<file path="src/rtl/drac_pkg.sv">
// What this block does
// - read/write fields store host writes and return them on later reads
// - read-only fields return their value and ignore host writes
// - write-only fields act on writes but always read back zero
// - hardware-affected read/write fields: host writes and reads, logic may also update
// - hardware-affected read-only fields ignore writes, logic updates, reads show current value
// - sticky field leaves reset value and returns only through reset
// - no host write or internal logic restores a sticky field to reset value
// - reserved unimplemented fields always read zero
// - writes to reserved fields change nothing and have no side effect
// - each address selects one whole register word, no byte addressing
// - clamp configuration at word 1E, reset value 2600 hex
// - clock check register at word 1F, reset value 0001 hex
// - pin mirror register resets to 0020 hex, then follows the synchronised pin levels
// - register space spans word addresses 00 to 1F
package drac_pkg;
    // ====================================================
    // register map
    localparam int DATA_W = 16;
    localparam int ADDR_W = 5;
    localparam logic [4:0] ADDR_LAST = 5'h1f;
    localparam logic [4:0] OFS_PIN_STATUS = 5'h0a;
    localparam logic [4:0] OFS_CLAMP_CFG = 5'h1e;
    localparam logic [4:0] OFS_CLK_CHECK = 5'h1f;
    localparam logic [15:0] RST_CLAMP_CFG = 16'h2600;
    localparam logic [15:0] RST_CLK_CHECK = 16'h0001;
    localparam logic [15:0] RST_PIN_STATUS = 16'h0020;
    // ====================================================
    // field layouts (chosen)
    localparam logic [15:0] CLAMP_RW_MASK = 16'hff00; // rw field bits
    localparam logic [15:0] CLAMP_WO_MASK = 16'h0001; // write-only pulse bit
    localparam logic [15:0] CLAMP_RWH_MASK = 16'h00f0; // rw, hardware may set
    localparam int CS2_LSB = 4;       // sticky counter value [15:4]
    localparam int CS2_W = 12;
    localparam logic [15:0] PIN_MASK = 16'h003f; // six mirrored pins
endpackage : drac_pkg

</file>
<file path="src/rtl/drac_regif.sv">
`timescale 1ns/1ps
`default_nettype none
// ====================================================
// register access carrier between core and word decoder
interface drac_regif;
    logic wrEn;
    logic [4:0] addr;
    logic [15:0] wdata;
    logic [15:0] rdata;
    modport core (input wrEn, input addr, input wdata, output rdata);
    modport dec (output wrEn, output addr, output wdata, input rdata);
endinterface : drac_regif
`default_nettype wire

</file>
<file path="src/rtl/drac_word_port.sv">
`timescale 1ns/1ps
`default_nettype none
// ====================================================
// word port: one address selects one full 16-bit word
module drac_word_port (
    input wire logic clk,            // system clock
    input wire logic resetn,         // async reset, active low
    input wire logic accValid,       // access strobe
    input wire logic accWrite,       // 1 write, 0 read
    input wire logic [4:0] accAddr,  // word address
    input wire logic [15:0] accWdata, // write word
    output logic [15:0] accRdata,    // read word, registered
    drac_regif.dec bus               // to register core
);
    import drac_pkg::*;
    logic [15:0] rdata_ff;
    // whole-word select, no byte lanes exist
    assign bus.wrEn = accValid & accWrite;
    assign bus.addr = accAddr;
    assign bus.wdata = accWdata;
    assign accRdata = rdata_ff;
    // read data captured on the strobe edge, seen one cycle later
    always_ff @(posedge clk or negedge resetn) begin
        if (!resetn) begin
            rdata_ff <= 16'h0000;
        end else if (accValid && !accWrite) begin
            rdata_ff <= bus.rdata;
        end
    end
endmodule : drac_word_port
`default_nettype wire

</file>
<file path="src/rtl/drac_reg_bank.sv">
`timescale 1ns/1ps
`default_nettype none
// ====================================================
// register bank: clamp config, clock check, pin mirror
module drac_reg_bank (
    input wire logic clk,              // 200 MHz clock
    input wire logic resetn,           // async reset, active low
    input wire logic accValid,         // access strobe
    input wire logic accWrite,         // 1 write, 0 read
    input wire logic [4:0] accAddr,    // word address 00..1f
    input wire logic [15:0] accWdata,  // write word
    output logic [15:0] accRdata,      // read word, one cycle later
    input wire logic [5:0] pinLevel,   // asynchronous pin levels
    input wire logic [3:0] hwClampSet, // hardware sets clamp rwh bits
    input wire logic cntStop,          // counter transfer strobe, same clock
    input wire logic [11:0] cntValue,  // counter value to transfer
    output logic [7:0] clampCfg,       // clamp rw field
    output logic [3:0] clampHw,        // clamp rwh field
    output logic clampKick             // write-only action pulse
);
    import drac_pkg::*;
    drac_regif bus ();
    // clamp and pin registers are held as whole 16-bit words, clock check keeps only its 12-bit field
    logic [15:0] clamp_ff, nxt_clamp;
    logic [CS2_W-1:0] cs2_ff, nxt_cs2;
    logic [15:0] pin_ff;
    logic [5:0] pinMeta_ff, pinSync_ff;
    logic pinCaught_ff;
    logic pinFill_ff;
    logic kick_ff;
    logic selClamp, selClk, selPin;
    logic [15:0] wClamp;

    // hardware set bits are ORed into the rwh field on every path into the
    // register, so a host write can never hide a pending hardware event
    function automatic logic [15:0] hwMerge(input logic [15:0] base, input logic [3:0] set);
        return base | {8'h00, set, 4'h0};
    endfunction : hwMerge

    drac_word_port u_port (
        .clk(clk),
        .resetn(resetn),
        .accValid(accValid),
        .accWrite(accWrite),
        .accAddr(accAddr),
        .accWdata(accWdata),
        .accRdata(accRdata),
        .bus(bus)
    );

    // ====================================================
    // decode
    assign selClamp = bus.addr == OFS_CLAMP_CFG;
    assign selClk = bus.addr == OFS_CLK_CHECK;
    assign selPin = bus.addr == OFS_PIN_STATUS;
    // only rw and rwh bits take the write; reserved bits drop it
    assign wClamp = bus.wdata & (CLAMP_RW_MASK | CLAMP_RWH_MASK);
    // hardware set wins over host write on rwh bits
    assign nxt_clamp = (bus.wrEn && selClamp)
        ? hwMerge(wClamp, hwClampSet)
        : hwMerge(clamp_ff, hwClampSet);
    // sticky: loads cntValue on cntStop, never back to zero except by reset; host write ignored
    assign nxt_cs2 = cntStop ? cntValue : cs2_ff;
    // read mux: write-only and reserved bits read zero
    assign bus.rdata = selClamp ? (clamp_ff & ~CLAMP_WO_MASK)
        : selClk ? {cs2_ff, 4'h1}
        : selPin ? (pin_ff & PIN_MASK)
        : 16'h0000;

    assign clampCfg = clamp_ff[15:8];
    assign clampHw = clamp_ff[7:4];
    assign clampKick = kick_ff;

    // clamp configuration register
    always_ff @(posedge clk or negedge resetn) begin
        if (!resetn) begin
            clamp_ff <= RST_CLAMP_CFG;
            kick_ff <= 1'b0;
        end else begin
            clamp_ff <= nxt_clamp;
            kick_ff <= bus.wrEn & selClamp & bus.wdata[0];
        end
    end

    // clock check sticky counter field; bit 0 fixed to reset value
    always_ff @(posedge clk or negedge resetn) begin
        if (!resetn) begin
            cs2_ff <= RST_CLK_CHECK[15:4];
        end else if (cs2_ff == RST_CLK_CHECK[15:4] || cntValue != RST_CLK_CHECK[15:4]) begin
            cs2_ff <= nxt_cs2;
        end
    end

    // pin mirror: two-flop synchroniser on the raw pins; the reset image stands
    // until the second stage holds a real sample, so the empty synchroniser
    // never shows up as a false all-zero pin word after release
    always_ff @(posedge clk or negedge resetn) begin
        if (!resetn) begin
            pinMeta_ff <= 6'h00;
            pinSync_ff <= 6'h00;
            pin_ff <= RST_PIN_STATUS;
            pinCaught_ff <= 1'b0;
            pinFill_ff <= 1'b0;
        end else begin
            pinMeta_ff <= pinLevel;
            pinSync_ff <= pinMeta_ff;
            pinCaught_ff <= 1'b1;
            pinFill_ff <= pinCaught_ff;
            if (pinFill_ff) begin
                pin_ff <= {10'h000, pinSync_ff};
            end
        end
    end

    // ====================================================
    // checks
    // reset images, checked on the first edge after release
    clamp_rst_a: assert property (
        @(posedge clk) $rose(resetn) |-> clamp_ff == RST_CLAMP_CFG)
        else $error("clamp reset value wrong");
    clk_rst_a: assert property (
        @(posedge clk) $rose(resetn) |-> {cs2_ff, 4'h1} == RST_CLK_CHECK)
        else $error("clock check reset value wrong");
    // host side of the clamp and clock check words
    rw_store_a: assert property (
        @(posedge clk) disable iff (!resetn)
        bus.wrEn && selClamp |=> clamp_ff[15:8] == $past(bus.wdata[15:8]))
        else $error("rw field not stored");
    clamp_hold_a: assert property (
        @(posedge clk) disable iff (!resetn)
        !(bus.wrEn && selClamp) && hwClampSet == 4'h0 |=> clamp_ff == $past(clamp_ff))
        else $error("clamp word changed without cause");
    ro_hold_a: assert property (
        @(posedge clk) disable iff (!resetn)
        bus.wrEn && selClk && !cntStop |=> cs2_ff == $past(cs2_ff))
        else $error("read-only field took a write");
    wo_zero_a: assert property (
        @(posedge clk) disable iff (!resetn)
        selClamp |-> bus.rdata[0] == 1'b0)
        else $error("write-only bit read nonzero");
    // the action pulse follows every write that asks for it, and never a cycle without a clamp write
    kick_pulse_a: assert property (
        @(posedge clk) disable iff (!resetn)
        bus.wrEn && selClamp && bus.wdata[0] |=> clampKick)
        else $error("write-only action lost");
    kick_only_a: assert property (
        @(posedge clk) disable iff (!resetn)
        !(bus.wrEn && selClamp) |=> !clampKick)
        else $error("spurious write-only action");
    hw_set_a: assert property (
        @(posedge clk) disable iff (!resetn)
        hwClampSet != 4'h0 |=> (clamp_ff[7:4] & $past(hwClampSet)) == $past(hwClampSet))
        else $error("hardware set lost");
    // hardware value lands in the read-only field and reads back current
    cs_load_a: assert property (
        @(posedge clk) disable iff (!resetn)
        cntStop && cntValue != 12'h000 |=> cs2_ff == $past(cntValue))
        else $error("clock check value not loaded");
    cs_read_a: assert property (
        @(posedge clk) disable iff (!resetn)
        selClk |-> bus.rdata == {cs2_ff, 4'h1})
        else $error("clock check read not current");
    sticky_a: assert property (
        @(posedge clk) disable iff (!resetn)
        cs2_ff != RST_CLK_CHECK[15:4] |=> cs2_ff != RST_CLK_CHECK[15:4])
        else $error("sticky field returned to reset");
    // unmapped words inside 00..1f and reserved bits read as zero
    resv_zero_a: assert property (
        @(posedge clk) disable iff (!resetn)
        !selClamp && !selClk && !selPin |-> bus.rdata == 16'h0000)
        else $error("reserved word read nonzero");
    clamp_resv_a: assert property (
        @(posedge clk) disable iff (!resetn)
        selClamp |-> bus.rdata[3:1] == 3'h0)
        else $error("reserved clamp bits read nonzero");
    resv_bits_a: assert property (
        @(posedge clk) disable iff (!resetn)
        bus.wrEn && selClamp |=> clamp_ff[3:0] == 4'h0)
        else $error("reserved clamp bits took a write");
    // a read takes the whole word at the taking edge and holds it after
    rd_capture_a: assert property (
        @(posedge clk) disable iff (!resetn)
        accValid && !accWrite |=> accRdata == $past(bus.rdata))
        else $error("read word not captured");
    rd_keep_a: assert property (
        @(posedge clk) disable iff (!resetn)
        !(accValid && !accWrite) |=> $stable(accRdata))
        else $error("read word changed without a read");
    // pin mirror keeps its reset image until the synchroniser is filled
    pin_img_a: assert property (
        @(posedge clk) disable iff (!resetn)
        pinCaught_ff |-> (pin_ff & ~PIN_MASK) == 16'h0000)
        else $error("pin mirror upper bits set");
    pin_hold_a: assert property (
        @(posedge clk) disable iff (!resetn)
        pinCaught_ff && !pinFill_ff |-> pin_ff == RST_PIN_STATUS)
        else $error("pin reset image lost early");
    pin_track_a: assert property (
        @(posedge clk) disable iff (!resetn)
        pinFill_ff |=> pin_ff[5:0] == $past(pinSync_ff))
        else $error("pin mirror not tracking pins");
endmodule : drac_reg_bank
`default_nettype wire

</file>
<file path="config.mk">
export PLATFORM = sky130hd
export DESIGN_NAME = drac_reg_bank
export DESIGN_NICKNAME = d
export VERILOG_FILES = /design/src/rtl/drac_pkg.sv /design/src/rtl/drac_regif.sv /design/src/rtl/drac_word_port.sv /design/src/rtl/drac_reg_bank.sv
export SDC_FILE = /design/constraint.sdc
export NUM_CORES = 1
export LEC_CHECK = 0
export BUFFER_PORTS_ARGS = -buffer_cell sky130_fd_sc_hd__clkbuf_2
export CORE_MARGIN = 4
export CORE_UTILIZATION = 52
export CTS_BUF_LIST = sky130_fd_sc_hd__clkbuf_4
export CTS_CLUSTER_SIZE = 12
export DETAILED_ROUTE_END_ITERATION = 16
export PLACE_DENSITY = 0.88
export SLEW_MARGIN = 20
export SYNTH_ARGS = -nofsm -noshare
export SYNTH_HDL_FRONTEND = slang
export SYNTH_SLANG_ARGS = --single-unit
</file>
<file path="constraint.sdc">
create_clock -name clk -period 1.15 [get_ports clk]
set_input_delay 0.115 -clock clk [delete_from_list [all_inputs] [get_ports clk]]
set_output_delay 0.115 -clock clk [all_outputs]
set_load 0.05 [all_outputs]
</file>
* After elaboration in Yosys (flattened, before gate mapping)
Index checks and enable logic that the tools add are counted.
** Storage, ports and cells
- Flip-flop bits (word level) :: 65
- Input bits :: 48
- Output and inout bits :: 29
- Word-level logic and storage cells :: 28
** Operators by class
- Eq/ne operators :: 3
- Multiplexer cells :: 4
- Bitwise logic cells :: 5
- Reduce and logical (&&, ||, !) cells :: 7
** Operators with widths (count)
- 2-to-1 mux 16 bit :: 3
- bitwise OR 16 x 8 -> 16 bit :: 2
- zero test 12 bit :: 1
- nonzero test 12 bit :: 1
- equality test 5 bit (second input constant) :: 2
- 2-to-1 mux 6 bit :: 1
- equality test 5 x 4 -> 1 bit (second input constant) :: 1
- bitwise AND 1 bit :: 3
- logical AND 1 bit :: 2
- AND reduction 2 bit :: 1
- zero test 1 bit :: 1
- logical OR 1 bit :: 1

* Longest topological paths before layout
- Word-level depth :: 4
- Depth in mapped cells :: 5
- Mapped depth without buffers :: 3

* By module
A second synthesis with hierarchy kept.
** Unflattened totals
- Cell total of the unflattened synthesis :: 180
- Area total of the unflattened synthesis :: 2566.2 µm²
** By module, submodules not included
- drac_reg_bank :: instances 1, cells an instance 123, area an instance 1737.9 µm², seq. area each 1131.1 µm²
- drac_word_port :: instances 1, cells an instance 57, area an instance 828.3 µm², seq. area each 400.4 µm²

* Worst setup path after synthesis
OpenSTA, ideal clock, no wires.
- Path type :: input port to flip-flop
- From :: in accAddr[0]
- To :: reg clamp_ff[11]
- Setup time :: 0.125 ns
- Data arrival time :: 1.303 ns
- Required time :: 1.025 ns
- Slack :: -0.278 ns
- Stages on the path :: 5
- Buffers on the path :: 2
- Cells stage by stage :: clkbuf_1 nand3b_1 nor3_2 buf_4 mux2_2
** On the way
- Word-level cells in the longest chain between the ends :: 3
** Ends and longest elaborated chain
- from (decl) :: RTL line drac_reg_bank.sv:10 : input wire logic [4:0] accAddr,
- equality test 5 bit :: RTL line drac_reg_bank.sv:53 : assign selClamp = bus.addr == OFS_CLAMP_CFG;
- logical AND 1 bit :: RTL line drac_reg_bank.sv:59 : assign nxt_clamp = (bus.wrEn && selClamp)
- 2-to-1 mux 16 bit :: RTL line drac_reg_bank.sv:60 : ? hwMerge(wClamp, hwClampSet)
- to (signal assigned) :: RTL line drac_reg_bank.sv:80 : clamp_ff <= nxt_clamp;
- to (decl) :: RTL line drac_reg_bank.sv:24 : logic [15:0] clamp_ff, nxt_clamp;
No other way between the ends.
A chain may end at the register's enable or synchronous reset.

* Worst setup path in the final report
- From :: reg clamp_ff[10]
- To :: out clampCfg[2]
** RTL lines
- to (decl) :: RTL line drac_reg_bank.sv:17 : output logic [7:0] clampCfg,
No word-level cell between the ends.

==> results.yml <==
route:
  drcViolationCount: 0
  num_vias: 2170
  avgRoutedWirePerCell_um: 21.0
  viasPerCell: 5.67
  dr.first_iter.drc_count: 203
  drt-total-wl_um: 8040
  ant_nets: 0
  first_pass_iters: 4
critical_path:
  required_ns: 1.03
  start_kind: "flop"
  crit_type: "reg -> out"
  cp.arrival_ns: 1.20
  rr_worst_depth: 4
  crit_family: "flip-flops"
  path_buf_inv: 1
  critPathMaxStageDelay_ns: 0.59
  slowest_stage: "dfstp_2"
  cp-end-kind: "output pin"
  crit_chain: "clkbuf_16"
  critical_path_depth: 1
  worstPathMaxFanout: 2
logic_synthesis:
  synth-seq-area-share: 0.647
  synthTopCellsByCount: "dfrtp_1, nand2_1, mux2_2, mux2i_1, a22o_1"
  ys_warn_count: 0
  async_reset_ff_frac: 1.00
  synth_cell_type_count: 27
  syn_inst: 179
  synth.avg_cell_area_um2: 13.2
  synth_ff_type: "dfrtp_1"
  synth_area_leaders: "dfrtp_1, mux2_2, mux2i_1"
  synth_edf_count: 0
  synth_nets: 227
  synth_area_um2: 2370
  yosys_register_bits: 61
  synth_area_leader_cell: "dfrtp_1"
  yosysMostFrequentCell: "dfrtp_1"
  synth_top_area_share: 0.602
clock_tree:
  clock_path_buffers: 2
  clock-sinks: 61
  clk_latency_ns: 0.43
  ctsRootBufferMaster: "clkbuf_4"
  ctsHtreeMaxLevel: 3
  cts_tree: "yes"
  cts_buffers: 9
  cts.clk_slew.worst_paths_ns: 0.12
timing:
  fin_skew_ns: 0.0178
  setup_violations: 5
  fin_ws_ns: -0.162
  finalHoldViolCount: 0
  rsz0062_at_grt: "true"
  finalCritPeriodShare: 1.14
  final_max_slew_viol_count: 0
  max_freq_mhz: 762
  fin_crit_ns: 1.31
placement:
  pre_cts_slack_ns: -0.268
  placed_cell_area_um2: 2970
  post-dp-hpwl_um: 4160
  gp_routability_congestion: 0.879
  io_buffer_count: 73
pwr:
  power_uw: 5160
  pwr-share-seq: 0.467
  swShare: 0.285
  p_leak_uw: 0.00183
  power.switching_uw: 1470
  p_comb_frac: 0.200
  vdd_drop_max_uv: 875
  clockPowerShare: 0.333
  p_per_area_nw_per_um2: 1370
  internal_power_uw: 3690
floorplan:
  std_cell_rows: 24
  io_pins: 77
  die_x_um: 75.5
  coreArea_um2: 4380
  die_area_um2: 5700
  start_util: 0.540
  die_y_um: 75.5
global_route:
  grt_pass1_vias: 2197
  track_usage: 0.281
  grt_pass1_wl_um: 11300
  grt_start_max_net_pins: 33
  grt.overflow.total: 0
  antenna_found_initial: 0
final_layout:
  area.growth.synth_to_final_pct: 58.7
  diodes: 0
  nNetsFinal: 374
  fillers: 194
  fin_area_um2: 3760
  fin_util: 0.857
  drive_above_1_share: 0.477
outcome:
  violations: "setup timing"
  status: "complete, but fails checks"
job:
  cap_violations: 0
hold_path:
  holdPathStages: 3
  hp-class: "in -> reg"
==> metal layers <==
metal,up-vias,track usage,share of wire
met4,0,0.144,0.041
met1,1079,0.331,0.37
met3,32,0.0633,0.069
met5,-,0,0
met2,125,0.481,0.52
li1,934,-,-
==> layout by cell type (no fill, tap or decap), types with 2 or more instances in the layout <==
cell type      synthesis  final
a32oi_1                3      3
clkbuf_8               0      2
clkbuf_2               0     44
bufinv_16              0      2
buf_8                  0      7
dfrtp_1               57     57
dlygate4sd3_1          0     26
nand2_1               21     21
a22o_1                12     12
nand2b_1               3      3
clkinv_2               0      2
buf_6                  1      6
clkinv_1               0      2
or4_4                  0      2
o21ai_0                5      5
and2_1                 2      2
mux2_2                14     11
clkbuf_4               0     10
buf_4                  1     58
dfstp_2                4      4
clkbuf_16              0      3
nor2_1                 9      9
mux2i_1               14     14
mux2_4                 0      3
o31ai_1               11     10
==> metrics by stage <==
step / cells / hold slack (ns) / TNS [ns]
after floorplan: 179 / -0.181 / -2.03
final: 383 / 0.0175 / -0.451
after CTS: 369 / 0.0271 / -0.315
after detailed placement: 320 / 0.150 / -4.01
after global routing: 383 / 0.00432 / -0.714
after global placement: 320 / 0.143 / -3.18
==> sequential cells by signal, summed over array words and instances, names as in the netlist <==
signal / cells
clampKick: 1
cs2_ff: 12
pinSync_ff: 6
pinCaught_ff: 1
pinFill_ff: 1
pinMeta_ff: 6
clamp_ff: 12
u_port.accRdata: 16
pin_ff: 6
==> path summary, 6_finish.rpt <==
check	slack, ns	start	end
worst max-delay path	-0.16	clamp_ff[10]	clampCfg[2]
max in group asynchronous	0.53	resetn	clamp_ff[13]
worst min-delay path	0.02	cntValue[3]	cs2_ff[3]
min in group asynchronous	0.26	resetn	clamp_ff[6]
worst max register to register	-0.04	clamp_ff[10]	u_port.accRdata[10]
worst min register to register	0.36	pinMeta_ff[5]	pinSync_ff[5]
==> cell type report <==
| type | instances | area (µm²) | area share |
|---|---|---|---|
| repair buffers | 147 | 1200 | 0.318 |
| well taps | 52 | 65.1 | 0.0173 |
| multi-input cells | 107 | 813 | 0.216 |
| clock inverters | 6 | 77.6 | 0.0206 |
| flip-flops and latches | 61 | 1530 | 0.407 |
| clock buffers | 10 | 75.1 | 0.0200 |
==> power groups by stage <==
stage                     Clock (µW)  Combinational, µW  Sequential [µW]
after floorplan                    0                225             2590
after global placement             0                674             2420
after detailed placement           0                697             2430
after CTS                       1650                913             2390
after global routing            1800               1090             2420
final                           1720               1030             2410
==> kinds of logic after synthesis <==
group	synth area share
multiplexers	0.126
other	0.00158
AND/OR/NAND/NOR	0.0882
flip-flops	0.647
buffers and inverters	0.0227
AO/OA/AOI/OAI	0.115
==> timing repair <==
| item | 4_1_cts | 5_1_grt |
|---|---|---|
| hold buffers | 26 | 0 |
| hold endpoints to repair | 78 | 0 |
| endpoints found under the setup margin | 28 | 29 |
| gates resized for setup | 43 | 31 |
| buffers inserted | 7 | 14 |
Note: power is estimated with default switching activity, not from simulation.
